File: src/verilog/ovrfd_regs.svh
// Register offsets, field positions and timing counts for overrange detect
`ifndef OVRFD_REGS_SVH
`define OVRFD_REGS_SVH
`define OVRFD_ADDR_W          13
`define OVRFD_OFS_UPPER_LO    13'h0247
`define OVRFD_OFS_UPPER_HI    13'h0248
`define OVRFD_OFS_LOWER_LO    13'h0249
`define OVRFD_OFS_LOWER_HI    13'h024A
`define OVRFD_OFS_DWELL_LO    13'h024B
`define OVRFD_OFS_DWELL_HI    13'h024C
`define OVRFD_OFS_OVR_CLEAR   13'h0562
`define OVRFD_OFS_OVR_STATUS  13'h0563
`define OVRFD_THR_W           13
`define OVRFD_HI_FIELD_W      5
`define OVRFD_RST_UPPER       13'h0000
`define OVRFD_RST_LOWER       13'h0000
`define OVRFD_RST_DWELL       16'h0001
`define OVRFD_RST_BYTE        8'h00
`define OVRFD_UPPER_LAT_MAX   28
`define OVRFD_PIPE_LAT        4
`endif

File: src/verilog/ovrfd_pkg.sv
// Types shared by the overrange and fast detect block
package ovrfd_pkg;
   typedef logic [12:0] ovrfd_mag_t;
   typedef logic [15:0] ovrfd_dwell_t;
   typedef struct packed {
      logic [12:0] upper;
      logic [12:0] lower;
      logic [15:0] dwell;
   } ovrfd_thr_s;
   typedef enum logic [1:0] {
      OVRFD_IDLE,
      OVRFD_HELD,
      OVRFD_DWELL
   } ovrfd_state_e;
endpackage : ovrfd_pkg

File: src/verilog/ovrfd_chan.sv
// One channel of fast threshold detection with dwell hysteresis
`timescale 1ns/1ps
`default_nettype none
`include "ovrfd_regs.svh"
module ovrfd_chan #(
   parameter int MAG_W = 13
) (
   input  wire logic              clock,
   input  wire logic              reset,
   input  wire logic [MAG_W-1:0]  magnitude,
   input  wire ovrfd_pkg::ovrfd_thr_s thr,
   output var  logic              flag
);
   initial begin
      if (MAG_W != `OVRFD_THR_W) $error("ovrfd_chan: MAG_W must be 13");
   end

   ovrfd_pkg::ovrfd_state_e state_r;
   ovrfd_pkg::ovrfd_state_e state_nxt;
   logic [15:0]             cnt_r;
   logic [15:0]             cnt_nxt;

   wire above_upper = magnitude > thr.upper;
   wire below_lower = magnitude < thr.lower;
   wire dwell_done  = cnt_r >= thr.dwell;

   always_comb begin
      state_nxt = state_r;
      cnt_nxt   = cnt_r;
      case (state_r)
         ovrfd_pkg::OVRFD_IDLE: begin
            if (above_upper) begin
               state_nxt = ovrfd_pkg::OVRFD_HELD;
            end
         end
         ovrfd_pkg::OVRFD_HELD: begin
            if (below_lower && !above_upper) begin
               state_nxt = ovrfd_pkg::OVRFD_DWELL;
               cnt_nxt   = 16'h0001;
            end
         end
         ovrfd_pkg::OVRFD_DWELL: begin
            if (above_upper || !below_lower) begin
               state_nxt = ovrfd_pkg::OVRFD_HELD;
               cnt_nxt   = 16'h0000;
            end else if (dwell_done) begin
               state_nxt = ovrfd_pkg::OVRFD_IDLE;
               cnt_nxt   = 16'h0000;
            end else begin
               cnt_nxt = cnt_r + 16'h0001;
            end
         end
         default: begin
            state_nxt = ovrfd_pkg::OVRFD_IDLE;
            cnt_nxt   = 16'h0000;
         end
      endcase
   end

   always_ff @(posedge clock or posedge reset) begin
      if (reset) begin
         state_r <= ovrfd_pkg::OVRFD_IDLE;
         cnt_r   <= 16'h0000;
         flag    <= 1'b0;
      end else begin
         state_r <= state_nxt;
         cnt_r   <= cnt_nxt;
         flag    <= state_nxt != ovrfd_pkg::OVRFD_IDLE;
      end
   end
endmodule : ovrfd_chan
`default_nettype wire

File: src/verilog/ovrfd_top.sv
// Overrange indicator, sticky status and two-channel fast detect
//
// Contract
// - Each of two channels has its own detector and flag pin.
// - Flag rises at once when magnitude exceeds upper threshold.
// - Flag falls only after magnitude stays below lower longer than dwell.
// - Upper threshold comes from a byte pair, compared with magnitude.
// - Flag rises within 28 cycles of upper crossing; the code takes PIPE_LAT + 2 cycles, so the allowed PIPE_LAT of 27 gives 29.
// - Lower threshold is 13 bits across a byte pair.
// - Lower compare uses full resolution, after pipeline delay.
// - Threshold codes scale against full scale two to the thirteenth.
// - Dwell count from 1 to 65535 in a byte pair.
// - Overrange indicator asserted, carried as link control bit when enabled.
// - Overrange indicator delayed to match sample latency.
// - Eight virtual converters each keep a sticky overrange bit.
`timescale 1ns/1ps
`default_nettype none
`include "ovrfd_regs.svh"
module ovrfd_top #(
   parameter int MAG_W    = 13,
   parameter int PIPE_LAT = `OVRFD_PIPE_LAT,
   parameter int NUM_VC   = 8
) (
   input  wire logic              clock,
   input  wire logic              reset,
   input  wire logic [MAG_W-1:0]  mag_a,
   input  wire logic [MAG_W-1:0]  mag_b,
   input  wire logic              ovr_in_a,
   input  wire logic              ovr_in_b,
   input  wire logic [NUM_VC-1:0] vc_ovr,
   input  wire logic              ctrl_bits_nonzero,
   input  wire logic              reg_wr,
   input  wire logic              reg_rd,
   input  wire logic [12:0]       reg_addr,
   input  wire logic [7:0]        reg_wdata,
   output var  logic [7:0]        reg_rdata,
   output var  logic              threshold_flag_out_a,
   output var  logic              threshold_flag_out_b,
   output var  logic              ovr_out_a,
   output var  logic              ovr_out_b,
   output var  logic              link_ctrl_a,
   output var  logic              link_ctrl_b
);
   initial begin
      if (MAG_W != `OVRFD_THR_W) $error("ovrfd_top: MAG_W must be 13");
      // Shift part-selects need at least two stages
      if (PIPE_LAT < 2 || PIPE_LAT > 27) $error("ovrfd_top: bad PIPE_LAT");
      if (NUM_VC != 8) $error("ovrfd_top: NUM_VC must be 8");
   end

   logic [7:0]  upper_lo_r;
   logic [4:0]  upper_hi_r;
   logic [7:0]  lower_lo_r;
   logic [4:0]  lower_hi_r;
   logic [7:0]  dwell_lo_r;
   logic [7:0]  dwell_hi_r;
   logic [7:0]  ovr_clear_r;
   logic [7:0]  ovr_sticky_r;
   logic [7:0]  ovr_sticky_nxt;

   wire sel_upper_lo = reg_addr == `OVRFD_OFS_UPPER_LO;
   wire sel_upper_hi = reg_addr == `OVRFD_OFS_UPPER_HI;
   wire sel_lower_lo = reg_addr == `OVRFD_OFS_LOWER_LO;
   wire sel_lower_hi = reg_addr == `OVRFD_OFS_LOWER_HI;
   wire sel_dwell_lo = reg_addr == `OVRFD_OFS_DWELL_LO;
   wire sel_dwell_hi = reg_addr == `OVRFD_OFS_DWELL_HI;
   wire sel_clear    = reg_addr == `OVRFD_OFS_OVR_CLEAR;
   wire sel_status   = reg_addr == `OVRFD_OFS_OVR_STATUS;

   // Assembled thresholds; the 13-bit codes sit on a 2^13 full scale
   ovrfd_pkg::ovrfd_thr_s thr;
   assign thr.upper = {upper_hi_r, upper_lo_r};
   assign thr.lower = {lower_hi_r, lower_lo_r};
   // Zero dwell is out of range; treated as one cycle
   assign thr.dwell = ({dwell_hi_r, dwell_lo_r} == 16'h0000) ?
                      16'h0001 : {dwell_hi_r, dwell_lo_r};

   wire [7:0] rd_mux =
      sel_upper_lo ? upper_lo_r :
      sel_upper_hi ? {3'h0, upper_hi_r} :
      sel_lower_lo ? lower_lo_r :
      sel_lower_hi ? {3'h0, lower_hi_r} :
      sel_dwell_lo ? dwell_lo_r :
      sel_dwell_hi ? dwell_hi_r :
      sel_clear    ? ovr_clear_r :
      sel_status   ? ovr_sticky_r : 8'h00;

   always_ff @(posedge clock or posedge reset) begin
      if (reset) begin
         upper_lo_r  <= `OVRFD_RST_BYTE;
         upper_hi_r  <= 5'h00;
         lower_lo_r  <= `OVRFD_RST_BYTE;
         lower_hi_r  <= 5'h00;
         dwell_lo_r  <= 8'h01;
         dwell_hi_r  <= `OVRFD_RST_BYTE;
         ovr_clear_r <= `OVRFD_RST_BYTE;
      end else if (reg_wr) begin
         if (sel_upper_lo) upper_lo_r <= reg_wdata;
         if (sel_upper_hi) upper_hi_r <= reg_wdata[4:0];
         if (sel_lower_lo) lower_lo_r <= reg_wdata;
         if (sel_lower_hi) lower_hi_r <= reg_wdata[4:0];
         if (sel_dwell_lo) dwell_lo_r <= reg_wdata;
         if (sel_dwell_hi) dwell_hi_r <= reg_wdata;
         if (sel_clear)    ovr_clear_r <= reg_wdata;
      end
   end

   always_ff @(posedge clock or posedge reset) begin
      if (reset) begin
         reg_rdata <= 8'h00;
      end else if (reg_rd) begin
         reg_rdata <= rd_mux;
      end
   end

   // Clear bit held high forces zero; events set again once it drops
   assign ovr_sticky_nxt = (ovr_sticky_r | vc_ovr) & ~ovr_clear_r;

   always_ff @(posedge clock or posedge reset) begin
      if (reset) begin
         ovr_sticky_r <= `OVRFD_RST_BYTE;
      end else begin
         ovr_sticky_r <= ovr_sticky_nxt;
      end
   end

   // Overrange travels through the same depth as the sample pipe
   logic [PIPE_LAT-1:0] ovr_dly_a_r;
   logic [PIPE_LAT-1:0] ovr_dly_b_r;
   logic [MAG_W-1:0]    mag_dly_a_r [PIPE_LAT];
   logic [MAG_W-1:0]    mag_dly_b_r [PIPE_LAT];

   always_ff @(posedge clock or posedge reset) begin
      if (reset) begin
         ovr_dly_a_r <= '0;
         ovr_dly_b_r <= '0;
      end else begin
         ovr_dly_a_r <= {ovr_dly_a_r[PIPE_LAT-2:0], ovr_in_a};
         ovr_dly_b_r <= {ovr_dly_b_r[PIPE_LAT-2:0], ovr_in_b};
      end
   end

   // Sample pipe has no reset: it only carries data
   always_ff @(posedge clock) begin
      mag_dly_a_r[0] <= mag_a;
      mag_dly_b_r[0] <= mag_b;
      for (int i = 1; i < PIPE_LAT; i++) begin
         mag_dly_a_r[i] <= mag_dly_a_r[i-1];
         mag_dly_b_r[i] <= mag_dly_b_r[i-1];
      end
   end

   always_ff @(posedge clock or posedge reset) begin
      if (reset) begin
         ovr_out_a   <= 1'b0;
         ovr_out_b   <= 1'b0;
         link_ctrl_a <= 1'b0;
         link_ctrl_b <= 1'b0;
      end else begin
         ovr_out_a   <= ovr_dly_a_r[PIPE_LAT-1];
         ovr_out_b   <= ovr_dly_b_r[PIPE_LAT-1];
         link_ctrl_a <= ctrl_bits_nonzero & ovr_dly_a_r[PIPE_LAT-1];
         link_ctrl_b <= ctrl_bits_nonzero & ovr_dly_b_r[PIPE_LAT-1];
      end
   end

   // Magnitude taken after the pipe so compares see full-resolution data
   logic flag_a;
   logic flag_b;

   ovrfd_chan #(.MAG_W(MAG_W)) u_chan_a (
      .clock     (clock),
      .reset     (reset),
      .magnitude (mag_dly_a_r[PIPE_LAT-1]),
      .thr       (thr),
      .flag      (flag_a)
   );

   ovrfd_chan #(.MAG_W(MAG_W)) u_chan_b (
      .clock     (clock),
      .reset     (reset),
      .magnitude (mag_dly_b_r[PIPE_LAT-1]),
      .thr       (thr),
      .flag      (flag_b)
   );

   // Latency: PIPE_LAT + 2 cycles, inside the 28-cycle bound for PIPE_LAT up to 26 (27 gives 29)
   always_ff @(posedge clock or posedge reset) begin
      if (reset) begin
         threshold_flag_out_a <= 1'b0;
         threshold_flag_out_b <= 1'b0;
      end else begin
         threshold_flag_out_a <= flag_a;
         threshold_flag_out_b <= flag_b;
      end
   end
endmodule : ovrfd_top
`default_nettype wire

File: config.mk
export PLATFORM = sky130hd
export DESIGN_NAME = ovrfd_top
export DESIGN_NICKNAME = d
export VERILOG_FILES = /design/src/verilog/ovrfd_pkg.sv /design/src/verilog/ovrfd_chan.sv /design/src/verilog/ovrfd_top.sv
export VERILOG_INCLUDE_DIRS = /design/src /design/src/verilog
export SDC_FILE = /design/constraint.sdc
export NUM_CORES = 1
export LEC_CHECK = 0
export ABC_AREA = 0
export BUFFER_PORTS_ARGS = -buffer_cell sky130_fd_sc_hd__clkbuf_2
export CORE_ASPECT_RATIO = 1.75
export CORE_MARGIN = 5
export CORE_UTILIZATION = 60
export DETAILED_ROUTE_END_ITERATION = 16
export PLACE_DENSITY = 0.8
export SLEW_MARGIN = 30
export SYNTH_ARGS = -nofsm -noshare
export SYNTH_HDL_FRONTEND = slang
export SYNTH_SLANG_ARGS = --single-unit
File: constraint.sdc
create_clock -name clock -period 4.2 [get_ports clock]
set_input_delay 0.21 -clock clock [delete_from_list [all_inputs] [get_ports clock]]
set_output_delay 0.21 -clock clock [all_outputs]
set_load 0.02 [all_outputs]
Word level (Yosys, flattened, before mapping):

Memories as Yosys holds them, arrays and structs flattened.
Index checks and enable logic that the tools add are counted.

* order comparisons: 6
* bitwise logic cells: 7
* muxes and demuxes: 27
* reductions and logical operators: 22
* $add $sub $neg: 2
* eq/ne operators: 14

Operator list (number)
* $mux 16: 7
* $pmux 16 s3: 2
* $eq 13x10->1 const B: 6
* $mux 8: 8
* $add 16x1->16 const B: 2
* $ge 16x16->1: 2
* $eq 13x11->1 const B: 2
* $gt 13x13->1: 2
* $lt 13x13->1: 2
* $reduce_and 2->1: 9
* $logic_not 16->1: 1
* $mux 2: 8
* $pmux 2 s3: 2
* $and 8x8->8: 1
* $not 8->8: 1
* $or 8x8->8: 1
* $eq 2x1->1 const B: 2
* $eq 2x2->1 const B: 2
* $logic_not 1->1: 4
* $logic_not 2->1: 2
* $ne 2x1->1 const B: 2
* $reduce_bool 2->1: 2
* $and 1x1->1: 2
* $logic_and 1x1->1: 2
* other kinds (2): 4

* word-level logic and storage cells: 103
* memories kept: 2
* bits in writable memories: 104
* output and inout port bits: 14
* bits in registers: 118

Memory list
* mag_dly_a_r: words 4, width 13, rd ports 4, clocked after Yosys merged registers in 0, wr ports 4, RTL line ovrfd_top.sv:130 `logic [MAG_W-1:0] mag_dly_a_r [PIPE_LAT];`
* mag_dly_b_r: words 4, width 13, rd ports 4, clocked after Yosys merged registers in 0, wr ports 4, RTL line ovrfd_top.sv:131 `logic [MAG_W-1:0] mag_dly_b_r [PIPE_LAT];`

Longest topological paths before layout:

* word-level depth: 9
* gate-level depth with buffers: 12

Cells and area by module:

From an unflattened synthesis, not the netlist that was laid out.

* cells, all modules: 976
* area total of the unflattened synthesis: 10141.0 µm²

Modules (own cells, without submodules)
* ovrfd_top: instances 1, sequential area each 4085.2 µm², area each 5764.3 µm², cells each 424
* ovrfd_chan at u_chan_b: instances 1, sequential area each 475.5 µm², area each 2228.4 µm², cells each 278
* ovrfd_chan at u_chan_a: instances 1, sequential area each 475.5 µm², area each 2148.3 µm², cells each 274

Worst setup path after synthesis:

Ideal clock, no wire load.

* path kind: reg2reg
* start: register dwell_hi_r[3]
* end: register u_chan_a.cnt_r[3]
* cell stages (with the launch flop): 13
* slack: 1.406 ns
* path buffers: 2
* arrival: 2.702 ns
* cells stage by stage: dfrtp_1 nor4_1 a41o_1 ha_1 nand2b_1 a211oi_1 o211ai_1 a311oi_4 nand4bb_4 or2_0 buf_2 buf_6 o31ai_2

* cells in the longest elaborated chain, start to end: 6

RTL lines
* start, declared: RTL line ovrfd_top.sv:56 `logic [7:0] dwell_hi_r;`
* start signal, assigned: RTL line ovrfd_top.sv:95 `` dwell_hi_r <= `OVRFD_RST_BYTE; ``
* start signal, assigned: RTL line ovrfd_top.sv:103 `if (sel_dwell_hi) dwell_hi_r <= reg_wdata;`
* $logic_not 16->1: RTL line ovrfd_top.sv:75 `assign thr.dwell = ({dwell_hi_r, dwell_lo_r} == 16'h0000) ?`
* $mux 16 (*): RTL line ovrfd_top.sv:75
* $ge 16x16->1 (*): RTL line ovrfd_chan.sv:25 `wire dwell_done = cnt_r >= thr.dwell;`
* $mux 16 (*): RTL line ovrfd_chan.sv:46 `end else if (dwell_done) begin`
* $mux 16 (*): RTL line ovrfd_chan.sv:43 `if (above_upper || !below_lower) begin`
* $pmux 16 s3 (*): RTL line ovrfd_chan.sv:30 `case (state_r)`
* end signal, assigned: RTL line ovrfd_chan.sv:67 `cnt_r <= cnt_nxt;`
* end, declared: RTL line ovrfd_chan.sv:20 `logic [15:0] cnt_r;`

Every way passes the cells marked *; elsewhere a longest branch is shown, timed or not.
A chain may end at the register's enable or synchronous reset.

Worst setup path in the final report:

* start: register dwell_hi_r[3]
* end: register u_chan_b.cnt_r[3]

* cells in the longest elaborated chain, start to end: 6

RTL lines (RTL line)
* $logic_not 16->1: ovrfd_top.sv:75
* $mux 16 (*): ovrfd_top.sv:75
* $ge 16x16->1 (*): ovrfd_chan.sv:25
* $mux 16 (*): ovrfd_chan.sv:46
* $mux 16 (*): ovrfd_chan.sv:43
* $pmux 16 s3 (*): ovrfd_chan.sv:30
* end signal, assigned: ovrfd_chan.sv:67
* end, declared: ovrfd_chan.sv:20

Marks and branches as above.

==> reports/results.ini <==
[synthesis]
async_flop_share_pct = 53.2
syn_area_um2 = 9520
syn_nets = 985
synthCells = 831
synth_edf_count = 0
synthDistinctLibCells = 75
avgSynthCellArea_um2 = 11.5
ys_seq_elements = 222
yosysSeqAreaShare_pct = 52.9
synth_flop_cell = dfrtp_1
yosys_warnings = 0

[cells_and_area]
most-common-layout-cells = dfrtp_1 (117), dfxtp_1 (104), ha_1 (92), clkbuf_2 (75), nand2_1 (66)
diodes = 0
stdcell_area_um2 = 11300
fin_nets = 1122
fill_cells = 1096
drive_above_1_share_pct = 20.8
synthToLayoutAreaGrowth_pct = 18.2
layout_commonest_cell = dfrtp_1
seq_area_um2 = 5040
final_util_pct = 71.6
multi_input_area_um2 = 4200

[clocking]
cts_hold_buffers = 38
clock_sinks = 222
cts_buffers = 21
cts_tree = built
cts.reportedPaths.clkPinSlew_ns = 0.07
htree_num_levels = 1
clk_path_buf_depth = 3
cts_root_buffer = clkbuf_16
post_cts.repair.setup_buffers = 0
clk_latency_ns = 0.50
post_cts_resized = 0

[worst_setup_path]
r2r-end = u_chan_b.cnt_r[3]$_DFFE_PP0P_
ff2ff_path_depth = 11
critPathLaunchType = flip-flop
reg2reg_slack_ns = 0.66
worstSetupPathType = reg -> reg
cp.arrival_ns = 3.97
cp.required_ns = 4.64
end_kind = flip-flop
reg2reg_from = dwell_hi_r[3]$_DFFE_PP0P_
path_max_fanout = 7

[die]
die_w_um = 105
die-area_um2 = 18600
start_util_pct = 60.5
ios = 76
core_area_um2 = 15700
placementRows = 61
die-height_um = 177

[sta]
hold_viol = 0
rsz0062_at_grt = false
maxSlewViolCount = 0
max_freq_mhz = 283
finClkSkew_ns = 0.0149
worstMarginPinSlew_ns = 0.677
fin_setup_tns_ns = 0
setup_viol = 0
period_minus_slack_ns = 3.54
fin_crit_sh_pct = 84.2
slew_headroom_pct = 54.5

[worst_hold_path]
min_from = reg_wdata[7]
min_to = ovr_clear_r[7]$_DFFE_PP0P_
min_path_type = in -> reg
holdPathStages = 2

[status]
status = finished clean

[power_and_ir_drop]
p_sw_share_pct = 26.1
p_per_area_nw_per_um2 = 436
clkPwrFrac_pct = 39.8
p_int_w = 0.00363
p_leak_nw = 5.09
p_comb_share_pct = 13.6
seq_power_share_pct = 46.6
ir_drop_v = 0.000367
netSwitchingPower_w = 0.00128

[route]
routed_wl_um = 22500
vias = 7057
wl_per_cell_um = 19.2
viasPerCell = 6.03
antenna_left = 0
dr.pass1.iters = 5
drc = 0
drt-initial-drc-count = 375

[run]
maxCapViolCount = 0

[grt]
grt_pass1_wl_um = 36700
grt_max_degree = 49
grt_antenna_before_repair = 0
grt_pass1_vias = 7426
grt_use_total_pct = 24.6
grt_overflow = 0

[placement]
dp_hpwl_um = 16600
io_buffers = 75
placed_area_um2 = 10200
gp_congestion = 0.928

[synthesized netlist by cell type, drive strengths merged, types with 4 or more instances]
cell     number  share of area (%)
and2          6               0.39
a22oi        20                1.6
nand2        67                2.7
a221oi        4               0.43
nand4        12               0.79
nand2b        4               0.26
or2           7               0.46
nor2         39                1.5
nor2b        11               0.72
a21oi        43                2.3
ha           92                 12
dfrtp       117                 31
and3          5               0.33
nand3        24                1.3
a21o          9               0.71
nor3b         4               0.37
buf           5               0.39
inv          56                2.2
mux2         50                5.9
or3           8               0.60
a2bb2oi      12                1.1
o21ai        27                1.4
nor3         14               0.79
a31oi         4               0.26
o31ai        11                1.3
dfxtp       104                 22
a22o         11                1.0
clkbuf        6               0.34
o22a          5               0.46
nor4          6               0.39
[power by group through the flow]
| stage | clock network (W) | logic (W) | registers [W] |
|---|---|---|---|
| after CTS | 0.00199 | 0.000669 | 0.00229 |
| after floorplan | 0 | 0.000435 | 0.00234 |
| after global routing | 0.00209 | 0.000748 | 0.00230 |
| after global placement | 0 | 0.000623 | 0.00233 |
| after detailed placement | 0 | 0.000634 | 0.00233 |
| final | 0.00196 | 0.000668 | 0.00229 |
[per-layer routing]
| layer | GRT usage, % | vias to the layer above | wire length [um] |
|---|---|---|---|
| li1 | - | 3304 | - |
| met1 | 25.5 | 3432 | 7730 |
| met2 | 46.2 | 227 | 12300 |
| met3 | 3.43 | 94 | 1030 |
| met4 | 14.2 | 0 | 1470 |
| met5 | 0 | - | 0 |
[area by class of cell]
type / instances / share of cell area [%]
well taps: 189 / 2.10
flip-flops and latches: 222 / 44.7
inverters: 56 / 1.89
multi-input cells: 542 / 37.3
clock inverters: 11 / 0.934
repair buffers: 125 / 7.52
clock buffers: 26 / 5.48
[cells by family (layout without fill, tap and decap cells)]
logic type | count (synthesis) | after routing | share of synthesized area (%)
multiplexers | 51 | 51 | 6.02
adder cells (fa/ha/maj) | 92 | 92 | 12.1
flip-flops | 222 | 222 | 52.9
AO/OA/AOI/OAI | 179 | 179 | 13.9
AND/OR/NAND/NOR | 220 | 220 | 12.1
buffers and inverters | 67 | 218 | 2.94
[worst max-delay path, cell delays in order, from the launching register on]
cell and delay (ns):
dfrtp_1 0.41, nor4_1 0.37, a41o_1 0.28, ha_1 0.23, nand2b_1 0.17, a2111oi_0 0.45, o32ai_1 0.20, nor3_1 0.29
nand4_1 0.16, nor2_1 0.51, buf_4 0.26, a221o_1 0.14
[stage by stage]
step / setup WS [ns] / hold slack (ns) / power [W] / instances
final: 0.662 / 0.0460 / 0.00491 / 1171
after global routing: 0.480 / 0.0375 / 0.00513 / 1171
after CTS: 0.718 / 0.0338 / 0.00495 / 1171
after detailed placement: 0.765 / 0.312 / 0.00297 / 1096
after global placement: 0.660 / 0.310 / 0.00295 / 1096
after floorplan: 0.863 / 0.238 / 0.00277 / 831
[registers in the layout, summed over array words and instances (netlist names), 2 cells and up]
register          flops
ovr_clear_r           8
mag_dly_b_r          52
u_chan_b.cnt_r       16
mag_dly_a_r          52
ovr_dly_a_r           4
u_chan_b.state_r      2
ovr_sticky_r          8
u_chan_a.cnt_r       16
dwell_hi_r            8
reg_rdata             8
upper_lo_r            8
u_chan_a.state_r      2
lower_lo_r            8
ovr_dly_b_r           4
dwell_lo_r            8
lower_hi_r            5
upper_hi_r            5
[worst max path at each step]
stage,depth (start not counted),startpoint,slack (ns),end
after floorplan,1,reset,0.86,dwell_hi_r[0]$_DFFE_PP0P_
after global placement,10,dwell_hi_r[3]$_DFFE_PP0P_,0.66,u_chan_a.cnt_r[12]$_DFFE_PP0P_
after detailed placement,10,dwell_hi_r[3]$_DFFE_PP0P_,0.76,u_chan_a.cnt_r[13]$_DFFE_PP0P_
after CTS,11,dwell_hi_r[3]$_DFFE_PP0P_,0.72,u_chan_b.cnt_r[3]$_DFFE_PP0P_
after global routing,11,dwell_hi_r[3]$_DFFE_PP0P_,0.48,u_chan_b.cnt_r[6]$_DFFE_PP0P_
final,11,dwell_hi_r[3]$_DFFE_PP0P_,0.66,u_chan_b.cnt_r[3]$_DFFE_PP0P_
Note: power is estimated with default switching activity, not from simulation.
